==> config.mk <==
export PLATFORM = sky130hd
export DESIGN_NAME = boost_adaptive_sync_control
export DESIGN_NICKNAME = d
export VERILOG_FILES = /design/src/boost_ctrl_pkg.sv /design/src/boost_adaptive_sync_control.sv /design/src/sync_detect.sv /design/src/boost_clock_gen.sv
export SDC_FILE = /design/constraint.sdc
export NUM_CORES = 1
export LEC_CHECK = 0
export BUFFER_PORTS_ARGS = -buffer_cell sky130_fd_sc_hd__clkbuf_2
export CORE_ASPECT_RATIO = 1.2
export CORE_UTILIZATION = 54
export DETAILED_ROUTE_END_ITERATION = 7
export GPL_TIMING_DRIVEN = 0
export PLACE_DENSITY = 0.7
export SLEW_MARGIN = 20
export SYNTH_ARGS = -nofsm -noshare
export SYNTH_HDL_FRONTEND = slang
export SYNTH_HIERARCHICAL = 1
export SYNTH_SLANG_ARGS = --single-unit
==> constraint.sdc <==
create_clock -name mclk -period 29 [get_ports mclk]
set_input_delay 1.45 -clock mclk [delete_from_list [all_inputs] [get_ports mclk]]
set_output_delay 1.45 -clock mclk [all_outputs]
set_load 0.1 [all_outputs]
==> src/boost_ctrl_pkg.sv <==
package boost_ctrl_pkg;

  // Clock and timing.
  localparam int unsigned CLK_HZ            = 40_000_000;
  localparam int unsigned UV_TIMEOUT_MS     = 110;
  localparam int unsigned UV_TIMEOUT_CYC    = CLK_HZ / 1000 * UV_TIMEOUT_MS;

  // Sync detection: a valid clock lies between 100 kHz and 2222 kHz.
  localparam int unsigned SYNC_MIN_KHZ      = 100;
  localparam int unsigned SYNC_MAX_KHZ      = 2222;
  // Longest allowed period rounds down, shortest rounds up.
  localparam int unsigned SYNC_MAX_PER_CYC  = CLK_HZ / (SYNC_MIN_KHZ * 1000);
  localparam int unsigned SYNC_MIN_PER_CYC  =
    (CLK_HZ + SYNC_MAX_KHZ * 1000 - 1) / (SYNC_MAX_KHZ * 1000);
  localparam int unsigned SYNC_GOOD_EDGES   = 4;

  // Adaptive loop.
  localparam int unsigned NUM_CH            = 6;
  localparam int unsigned TARGET_W          = 10;
  localparam logic [9:0]  TARGET_MAX        = 10'h3ff;
  // 88 percent of full span.
  localparam int unsigned INIT_PCT          = 88;
  localparam logic [9:0]  TARGET_INIT       =
    10'((1023 * INIT_PCT) / 100);
  localparam int unsigned SAMPLE_US         = 10;
  localparam int unsigned SAMPLE_CYC        = CLK_HZ / 1_000_000 * SAMPLE_US;
  localparam int unsigned SOFTSTART_US      = 500;
  localparam int unsigned SOFTSTART_CYC     =
    CLK_HZ / 1_000_000 * SOFTSTART_US;

  // Spread spectrum field reset values.
  localparam logic [1:0]  SPAN_RESET        = 2'h2;
  localparam logic [1:0]  DITHER_RATE_RESET = 2'h0;

  // Span deviation in tenths of a percent, indexed by field.
  function automatic logic [6:0] span_tenths(input logic [1:0] f);
    case (f)
      2'h0:    span_tenths = 7'd33;
      2'h1:    span_tenths = 7'd43;
      2'h2:    span_tenths = 7'd53;
      default: span_tenths = 7'd72;
    endcase
  endfunction

  // Modulation rate in hertz, indexed by field.
  function automatic logic [10:0] rate_hz(input logic [1:0] f);
    case (f)
      2'h0:    rate_hz = 11'd200;
      2'h1:    rate_hz = 11'd500;
      2'h2:    rate_hz = 11'd800;
      default: rate_hz = 11'd1200;
    endcase
  endfunction

  typedef enum logic [3:0] {
    ST_IDLE  = 4'b0001,
    ST_START = 4'b0010,
    ST_RUN   = 4'b0100,
    ST_FAULT = 4'b1000
  } loop_state_t;

endpackage

==> src/boost_adaptive_sync_control.sv <==
`timescale 1ns/1ps
`default_nettype none

module boost_adaptive_sync_control (
  // Clock and reset.
  input  wire logic                 mclk,
  input  wire logic                 reset,
  // Pins from outside the clock domain.
  input  wire logic                 enable_pin,
  input  wire logic                 boost_clock_select_pin,
  input  wire logic [2:0]           string_count_setting_pin,
  input  wire logic [5:0]           headroom_low,
  input  wire logic [5:0]           string_fault,
  input  wire logic                 overvoltage_low_level,
  input  wire logic                 overvoltage_high_level,
  input  wire logic                 undervoltage_level,
  input  wire logic                 supply_uv,
  input  wire logic                 thermal_shutdown,
  // Configuration bits from the host.
  input  wire logic                 bus_enable,
  input  wire logic                 fault_clear,
  input  wire logic                 span_write,
  input  wire logic [1:0]           span_wdata,
  input  wire logic                 dither_rate_write,
  input  wire logic [1:0]           dither_rate_wdata,
  input  wire logic [15:0]          base_period,
  // Boost control outputs.
  output logic                      boost_gate,
  output logic                      sinks_active,
  output logic                      fault_recovery,
  output logic [9:0]                boost_target,
  // Clock status.
  output logic                      ext_sync_mode,
  output logic                      dither_enabled,
  output logic [1:0]                span_field,
  output logic [1:0]                dither_rate_field,
  // Status flags.
  output logic                      boost_overvoltage_low_flag,
  output logic                      boost_overvoltage_high_flag,
  output logic                      boost_overcurrent_flag,
  // Open-drain fault pin.
  output logic                      boost_fault_pin_out,
  output logic                      boost_fault_pin_oe
);

  localparam logic [9:0] ONE10 = 10'h1;

  // Whole state of the block.
  typedef struct packed {
    logic [1:0]                     en_s1;
    logic [1:0]                     sel_s1;
    logic [5:0]                     hr_s1;
    logic [5:0]                     hr_s2;
    logic [5:0]                     sf_s1;
    logic [5:0]                     sf_s2;
    logic [2:0]                     cnt_s1;
    logic [2:0]                     cnt_s2;
    logic [4:0]                     pr_s1;
    logic [4:0]                     pr_s2;
    logic                           en_prev;
    boost_ctrl_pkg::loop_state_t    st;
    logic [9:0]                     target;
    logic [15:0]                    sample_cnt;
    logic [15:0]                    start_cnt;
    logic [22:0]                    uv_cnt;
    logic                           ovl;
    logic                           ovh;
    logic                           ocp;
    logic [1:0]                     span;
    logic [1:0]                     rate;
    logic                           ext;
    logic                           dither;
    logic                           gate;
    logic                           fault_od;
  } core_t;

  core_t s_q, s_d;
  logic  sel_s;
  logic  en_s;
  logic  ext_present;
  logic  sync_rise;
  logic  int_tick;
  logic  [5:0] watched;
  logic  [5:0] lacking;

  // Outputs enabled for a given string count; 0 or above 6 means all.
  function automatic logic [5:0] active_mask(input logic [2:0] n);
    case (n)
      3'h1:    active_mask = 6'h01;
      3'h2:    active_mask = 6'h03;
      3'h3:    active_mask = 6'h07;
      3'h4:    active_mask = 6'h0f;
      3'h5:    active_mask = 6'h1f;
      default: active_mask = 6'h3f;
    endcase
  endfunction

  assign sel_s = s_q.sel_s1[1];
  assign en_s  = s_q.en_s1[1];

  sync_detect u_sync_detect (
    .mclk        (mclk),
    .reset       (reset),
    .pin_s       (sel_s),
    .clk_present (ext_present),
    .rise_pulse  (sync_rise)
  );

  boost_clock_gen u_boost_clock_gen (
    .mclk        (mclk),
    .reset       (reset),
    .base_period (base_period),
    .dither_on   (s_q.dither),
    .span_field  (s_q.span),
    .rate_field  (s_q.rate),
    .tick        (int_tick)
  );

  // Loop considers only enabled and unfaulted strings.
  always_comb begin
    watched = active_mask(s_q.cnt_s2) & ~s_q.sf_s2;
    lacking = watched & s_q.hr_s2;
  end

  // Next state of the whole block.
  always_comb begin
    s_d = s_q;
    // Two-stage synchronisers for every pin input.
    s_d.en_s1   = {s_q.en_s1[0], enable_pin};
    s_d.sel_s1  = {s_q.sel_s1[0], boost_clock_select_pin};
    s_d.hr_s1   = headroom_low;
    s_d.hr_s2   = s_q.hr_s1;
    s_d.sf_s1   = string_fault;
    s_d.sf_s2   = s_q.sf_s1;
    s_d.cnt_s1  = string_count_setting_pin;
    s_d.cnt_s2  = s_q.cnt_s1;
    s_d.pr_s1   = {overvoltage_low_level, overvoltage_high_level,
                   undervoltage_level, supply_uv, thermal_shutdown};
    s_d.pr_s2   = s_q.pr_s1;
    s_d.en_prev = en_s;

    // Spread field writes from the host.
    if (span_write) s_d.span = span_wdata;
    if (dither_rate_write) s_d.rate = dither_rate_wdata;

    // Sync presence is tracked continuously, so start-up and later loss
    // both fall back to the internal clock; spread follows the level.
    s_d.ext    = ext_present;
    s_d.dither = !ext_present && sel_s;

    // Fault clears first, so a same-cycle set below still wins.
    if (fault_clear || (s_q.en_prev && !en_s)) begin
      s_d.ovl = 1'b0;
      s_d.ovh = 1'b0;
      s_d.ocp = 1'b0;
    end

    // Sequencer: soft-start, adaptive run, latched fault recovery.
    case (s_q.st)
      boost_ctrl_pkg::ST_IDLE: begin
        s_d.target = '0;
        s_d.uv_cnt = '0;
        if (en_s) begin
          s_d.target = boost_ctrl_pkg::TARGET_INIT;
          s_d.start_cnt = '0;
          s_d.st = boost_ctrl_pkg::ST_START;
        end
      end
      boost_ctrl_pkg::ST_START: begin
        // Sinks stay off until the start target has had time to settle.
        if (s_q.start_cnt ==
            16'(boost_ctrl_pkg::SOFTSTART_CYC - 1)) begin
          s_d.sample_cnt = '0;
          s_d.st = boost_ctrl_pkg::ST_RUN;
        end else begin
          s_d.start_cnt = s_q.start_cnt + 16'h1;
        end
      end
      boost_ctrl_pkg::ST_RUN: begin
        if (s_q.sample_cnt ==
            16'(boost_ctrl_pkg::SAMPLE_CYC - 1)) begin
          s_d.sample_cnt = '0;
          if (|lacking) begin
            if (s_q.target != boost_ctrl_pkg::TARGET_MAX) begin
              s_d.target = s_q.target + ONE10;
            end
          end else if (|watched && s_q.target != '0) begin
            s_d.target = s_q.target - ONE10;
          end
        end else begin
          s_d.sample_cnt = s_q.sample_cnt + 16'h1;
        end
        // Under-voltage timer; recovery clears it without a flag.
        if (s_q.pr_s2[2]) begin
          if (s_q.uv_cnt ==
              23'(boost_ctrl_pkg::UV_TIMEOUT_CYC - 1)) begin
            s_d.ocp = 1'b1;
            s_d.st = boost_ctrl_pkg::ST_FAULT;
          end else begin
            s_d.uv_cnt = s_q.uv_cnt + 23'h1;
          end
        end else begin
          s_d.uv_cnt = '0;
        end
        if (s_q.pr_s2[3]) begin
          s_d.ovh = 1'b1;
          s_d.st = boost_ctrl_pkg::ST_FAULT;
        end
      end
      boost_ctrl_pkg::ST_FAULT: begin
        // Recovery waits for enable to drop and rise again.
        s_d.uv_cnt = '0;
        if (!en_s) s_d.st = boost_ctrl_pkg::ST_IDLE;
      end
      default: s_d.st = boost_ctrl_pkg::ST_IDLE;
    endcase
    if (!en_s && s_q.st != boost_ctrl_pkg::ST_FAULT) begin
      s_d.st = boost_ctrl_pkg::ST_IDLE;
    end

    // Over-voltage low holds the gate off but keeps the sinks running.
    if (s_q.pr_s2[4] && s_q.st != boost_ctrl_pkg::ST_IDLE) begin
      s_d.ovl = 1'b1;
    end
    s_d.gate = 1'b0;
    if ((s_q.st == boost_ctrl_pkg::ST_START ||
         s_q.st == boost_ctrl_pkg::ST_RUN) && !s_q.pr_s2[4]) begin
      s_d.gate = s_q.ext ? sync_rise : int_tick;
    end

    // Boost fault summary drives the pin low only with the bus off.
    s_d.fault_od = !bus_enable &&
      (s_q.ocp || s_q.ovh || s_q.ovl || s_q.pr_s2[1] || s_q.pr_s2[0]);
  end

  always_ff @(posedge mclk or posedge reset) begin
    if (reset) begin
      s_q <= '0;
      s_q.st <= boost_ctrl_pkg::ST_IDLE;
      s_q.span <= boost_ctrl_pkg::SPAN_RESET;
      s_q.rate <= boost_ctrl_pkg::DITHER_RATE_RESET;
    end else begin
      s_q <= s_d;
    end
  end

  // All outputs but the constant-low boost_fault_pin_out come straight from registered state.
  assign boost_gate                  = s_q.gate;
  assign sinks_active                = s_q.st[2];
  assign fault_recovery              = s_q.st[3];
  assign boost_target                = s_q.target;
  assign ext_sync_mode               = s_q.ext;
  assign dither_enabled              = s_q.dither;
  assign span_field                  = s_q.span;
  assign dither_rate_field           = s_q.rate;
  assign boost_overvoltage_low_flag  = s_q.ovl;
  assign boost_overvoltage_high_flag = s_q.ovh;
  assign boost_overcurrent_flag      = s_q.ocp;
  assign boost_fault_pin_out         = 1'b0;
  assign boost_fault_pin_oe          = s_q.fault_od;

endmodule

`default_nettype wire

==> src/sync_detect.sv <==
`timescale 1ns/1ps
`default_nettype none

// Watches the synchronised select pin for a clock inside the legal band.
module sync_detect (
  // Clock and reset.
  input  wire logic mclk,
  input  wire logic reset,
  // Synchronised pin level.
  input  wire logic pin_s,
  // Result.
  output logic      clk_present,
  output logic      rise_pulse
);

  typedef struct packed {
    logic        prev;
    logic [15:0] per;
    logic [2:0]  good;
    logic        present;
    logic        rise;
  } sd_t;

  sd_t s_q, s_d;

  // A period counter checks each rising edge; a stall drops presence.
  always_comb begin
    s_d = s_q;
    s_d.prev = pin_s;
    s_d.rise = 1'b0;
    if (s_q.per < 16'(boost_ctrl_pkg::SYNC_MAX_PER_CYC + 1)) begin
      s_d.per = s_q.per + 16'h1;
    end
    if (pin_s && !s_q.prev) begin
      s_d.rise = 1'b1;
      s_d.per = 16'h0;
      if (s_q.per + 16'h1 >= 16'(boost_ctrl_pkg::SYNC_MIN_PER_CYC) &&
          s_q.per < 16'(boost_ctrl_pkg::SYNC_MAX_PER_CYC)) begin
        if (s_q.good != 3'(boost_ctrl_pkg::SYNC_GOOD_EDGES)) begin
          s_d.good = s_q.good + 3'h1;
        end else begin
          s_d.present = 1'b1;
        end
      end else begin
        s_d.good = 3'h0;
        s_d.present = 1'b0;
      end
    end else if (s_q.per >= 16'(boost_ctrl_pkg::SYNC_MAX_PER_CYC)) begin
      s_d.good = 3'h0;
      s_d.present = 1'b0;
    end
  end

  always_ff @(posedge mclk or posedge reset) begin
    if (reset) begin
      s_q <= '0;
    end else begin
      s_q <= s_d;
    end
  end

  assign clk_present = s_q.present;
  assign rise_pulse  = s_q.rise;

endmodule

`default_nettype wire

==> src/boost_clock_gen.sv <==
`timescale 1ns/1ps
`default_nettype none

// Internal boost clock with triangular dither of the period.
module boost_clock_gen (
  // Clock and reset.
  input  wire logic        mclk,
  input  wire logic        reset,
  // Control.
  input  wire logic [15:0] base_period,
  input  wire logic        dither_on,
  input  wire logic [1:0]  span_field,
  input  wire logic [1:0]  rate_field,
  // Output.
  output logic             tick
);

  typedef struct packed {
    logic [15:0] cnt;
    logic [23:0] mod_cnt;
    logic [7:0]  phase;
    logic        down;
    logic        tick;
  } cg_t;

  cg_t s_q, s_d;
  logic [15:0] full;
  logic [15:0] dev;
  logic [15:0] per;
  logic [23:0] step_len;

  // The triangle phase sweeps the period from base plus span down to base
  // minus span, so the deviation is centred on the resistor frequency.
  always_comb begin
    full = 16'((32'(base_period) *
                32'(boost_ctrl_pkg::span_tenths(span_field))) / 32'd1000);
    dev = 16'((32'(base_period) *
               32'(boost_ctrl_pkg::span_tenths(span_field)) *
               32'(s_q.phase)) / 32'd128000);
    per = dither_on ? base_period + full - dev : base_period;
    // Step length assumes 512 phase steps; the triangle cycle has 510.
    step_len = 24'(boost_ctrl_pkg::CLK_HZ /
                   (32'(boost_ctrl_pkg::rate_hz(rate_field)) * 512));
  end

  // Period counter and triangle phase accumulator.
  always_comb begin
    s_d = s_q;
    s_d.tick = 1'b0;
    if (s_q.cnt + 16'h1 >= per) begin
      s_d.cnt = 16'h0;
      s_d.tick = 1'b1;
    end else begin
      s_d.cnt = s_q.cnt + 16'h1;
    end
    if (s_q.mod_cnt + 24'h1 >= step_len) begin
      s_d.mod_cnt = 24'h0;
      if (s_q.down) begin
        s_d.phase = s_q.phase - 8'h1;
        if (s_q.phase == 8'h1) s_d.down = 1'b0;
      end else begin
        s_d.phase = s_q.phase + 8'h1;
        if (s_q.phase == 8'hfe) s_d.down = 1'b1;
      end
    end else begin
      s_d.mod_cnt = s_q.mod_cnt + 24'h1;
    end
  end

  always_ff @(posedge mclk or posedge reset) begin
    if (reset) begin
      s_q <= '0;
    end else begin
      s_q <= s_d;
    end
  end

  assign tick = s_q.tick;

endmodule

`default_nettype wire

==> key figures <==
Outcome
  – Status: complete, no violations

Timing
  – Tmin final: 26,820 ps
  – Final Skew: 18.0 ps
  – Slew @ Worst Pin: 992 ps
  – Final hold violation count: 0
  – Hold WS: 339 ps
  – Final Slew Violations: 0
  – Slew HR: 33.2%
  – RSZ-0062 raised after global routing: no
  – Fmax: 0.0373 GHz
  – Setup Viol. Count Final: 0
  – Final Cycle Share: 92.5%
  – Setup TNS: 0 ps

Floorplan
  – Num rows: 92
  – Die Area: 54,800 sq um
  – Starting density of the core: 55.0%
  – Core box area: 52,800 sq um
  – IO Pins: 72
  – Die height: 256 um
  – Die W: 214 um

Synthesis
  – Register area share after synthesis: 17.0%
  – Netlist cell types: 149
  – Async SR Flop Fraction: 100%
  – Synth Register Bits: 197
  – Main synth FF type: dfrtp_1
  – Cell taking the most area after synthesis: dfrtp_1
  – Ys Warns: 6
  – Gate count after technology mapping: 3,527
  – Share of the synthesized area in the top cell type: 16.8%
  – Ranking of synthesized cells by area: dfrtp_1, fa_1, ha_1, xnor2_1, inv_1
  – Post-synthesis cell area: 29,100 sq um
  – Synth Area per Inst: 8.24 sq um
  – Commonest cells post-synth: inv_1, nor2_1, nand2_1, ha_1
  – Number of synthesized flops with an enable pin: 0

Worst setup path
  – Critical path fanouts, max: 10
  – CP peak stage delay: 700 ps
  – Worst r2r src: span_field[1]
  – Worst reg2reg path depth: 99
  – CP arrival: 27,140 ps
  – Req. time, crit path: 29,320 ps
  – Most frequent CP cell: fa_1
  – R2r endpoint: u_boost_clock_gen/s_q[42]
  – Setup Crit Path Kind: reg2reg
  – Crit. End Element: flop
  – Critical Path Start Type: flop
  – Flop2flop setup slack: 2180 ps
  – Critical Path Slowest Stage Cell: o31ai_1

Placement
  – HPWL after DPL: 60,400 um
  – Number of I/O port buffers: 69
  – RD Place Congestion: 0.936

Clock network
  – Clk slew on worst S/H paths: 80 ps
  – Setup bufs post-CTS: 0
  – CTS tree: done
  – CTS Root Cell: clkbuf_16
  – Skew-Pair Late Insertion Delay: 460 ps
  – Clock tree buffer depth: 2
  – Total CTS buffers: 17
  – CTS Sinks: 197
  – H-Tree Level Count: 4
  – CTS-repair resized insts: 0
  – Hold buffers post-CTS: 0

Layout
  – Share of cells above drive strength 1: 8.52%
  – Final layout net count: 4,077
  – Synthesis-to-layout area growth: 6.53%

Detailed routing
  – Avg Vias per Cell: 5.91
  – Routed Antenna Nets: 0
  – Wire per inst: 17.2 um
  – Starting DRT DRC Count: 1,778
  – # DRC: 0
  – DRT Wirelength: 74,600 um
  – Vias: 25,700
  – DR pass1 iterations: 6

Global route
  – Largest net degree at the start of global routing: 76
  – First-pass GRT wire length: 125,000 um
  – Initial antenna violation count: 1
  – Vias in the first global route: 25,200
  – All-Layer GR Usage: 28.0%
  – Global route overflow: 0

Hold path
  – Min-Delay Path Class: reg2reg
  – Hold Crit Endpoint: s_q[92]
  – Hold Path Depth: 0
  – Hold Startpoint: s_d[92]

Run
  – Max-Cap Viols: 0
[final cells by class]
| type | instances | area, sq um |
|---|---|---|
| flip-flops and latches | 197 | 4930 |
| clock inverters | 14 | 143 |
| diodes | 1 | 2.50 |
| multi-input cells | 2868 | 22200 |
| plain buffers | 165 | 792 |
| repair buffers | 71 | 400 |
| clock buffers | 18 | 429 |
| well taps | 705 | 882 |
| fillers | 4885 | 21900 |
| inverters | 304 | 1150 |
[worst max path at each step]
stage | startpoint | end | slack (ps) | cells after the start
after floorplan | base_period[3] | u_boost_clock_gen/s_q[42] | 6090 | 96
after global placement | base_period[3] | u_boost_clock_gen/s_q[45] | 1810 | 97
after detailed placement | base_period[1] | u_boost_clock_gen/s_q[48] | 1980 | 99
after CTS | span_field[1] | u_boost_clock_gen/s_q[42] | 2340 | 98
after global routing | span_field[0] | u_boost_clock_gen/s_q[44] | 340 | 98
final | span_field[1] | u_boost_clock_gen/s_q[42] | 2180 | 99
[state kept, by name, indices dropped and copies added, names as in the netlist, 2 cells and up]
register / count
boost_target: 10
dither_rate_field: 2
s_d: 22
s_q: 79
span_field: 2
u_boost_clock_gen/s_q: 49
u_sync_detect/s_q: 20
[per-layer routing]
metal	GRT usage, %	vias up	wire length (um)
li1	-	12600	-
met1	34.0	12200	31200
met2	48.5	663	36300
met3	3.25	156	3330
met4	13.7	2	3790
met5	0	-	13
[per-stage QoR]
stage / std cells / util (%) / setup slack (ps) / instance area [sq um]
3_5_place_dp: 4310 / 57.5 / 1980 / 30400
5_1_grt: 4342 / 58.6 / 344 / 31000
4_1_cts: 4342 / 58.6 / 2340 / 31000
2_1_floorplan: 3534 / - / 6090 / 29100
3_3_place_gp: 4308 / 57.4 / 1810 / 30300
6_report: 4343 / 58.6 / 2180 / 31000
[logic make-up after synthesis]
family / synth area share [%]
muxes: 2.90
DFF: 17.0
adders and majority gates: 22.8
AOI/OAI and AO/OA: 20.0
xor gates and xnor gates: 6.26
buffers and inverters: 6.66
other: 0.0387
and+or+nand+nor: 24.3
[critical path: cells and delay by family, from the launching register on]
family          cells  cell delay (ps)
buf+inv            19             3620
compound gates     42            10520
simple gates       15             3260
flops               1              570
fa+ha+maj          14             5970
mux                 4             1450
xor+xnor            5             1240
[layout by cell type, fill, tap and decap left out, types with 71 or more instances in the layout]
master      n
nand2_1   288
and3_1     88
a21oi_1   175
nor3_1     88
nor2_1    296
xnor2_1   136
o21ai_0   156
clkbuf_2   71
nand3_1   108
dfrtp_1   195
and2_1    134
inv_1     294
fa_1      195
clkbuf_1  113
ha_1      210
Power is left out: the tool's default activity adds up to more than one toggle a clock period on the data nets, which glitch-free logic cannot reach.
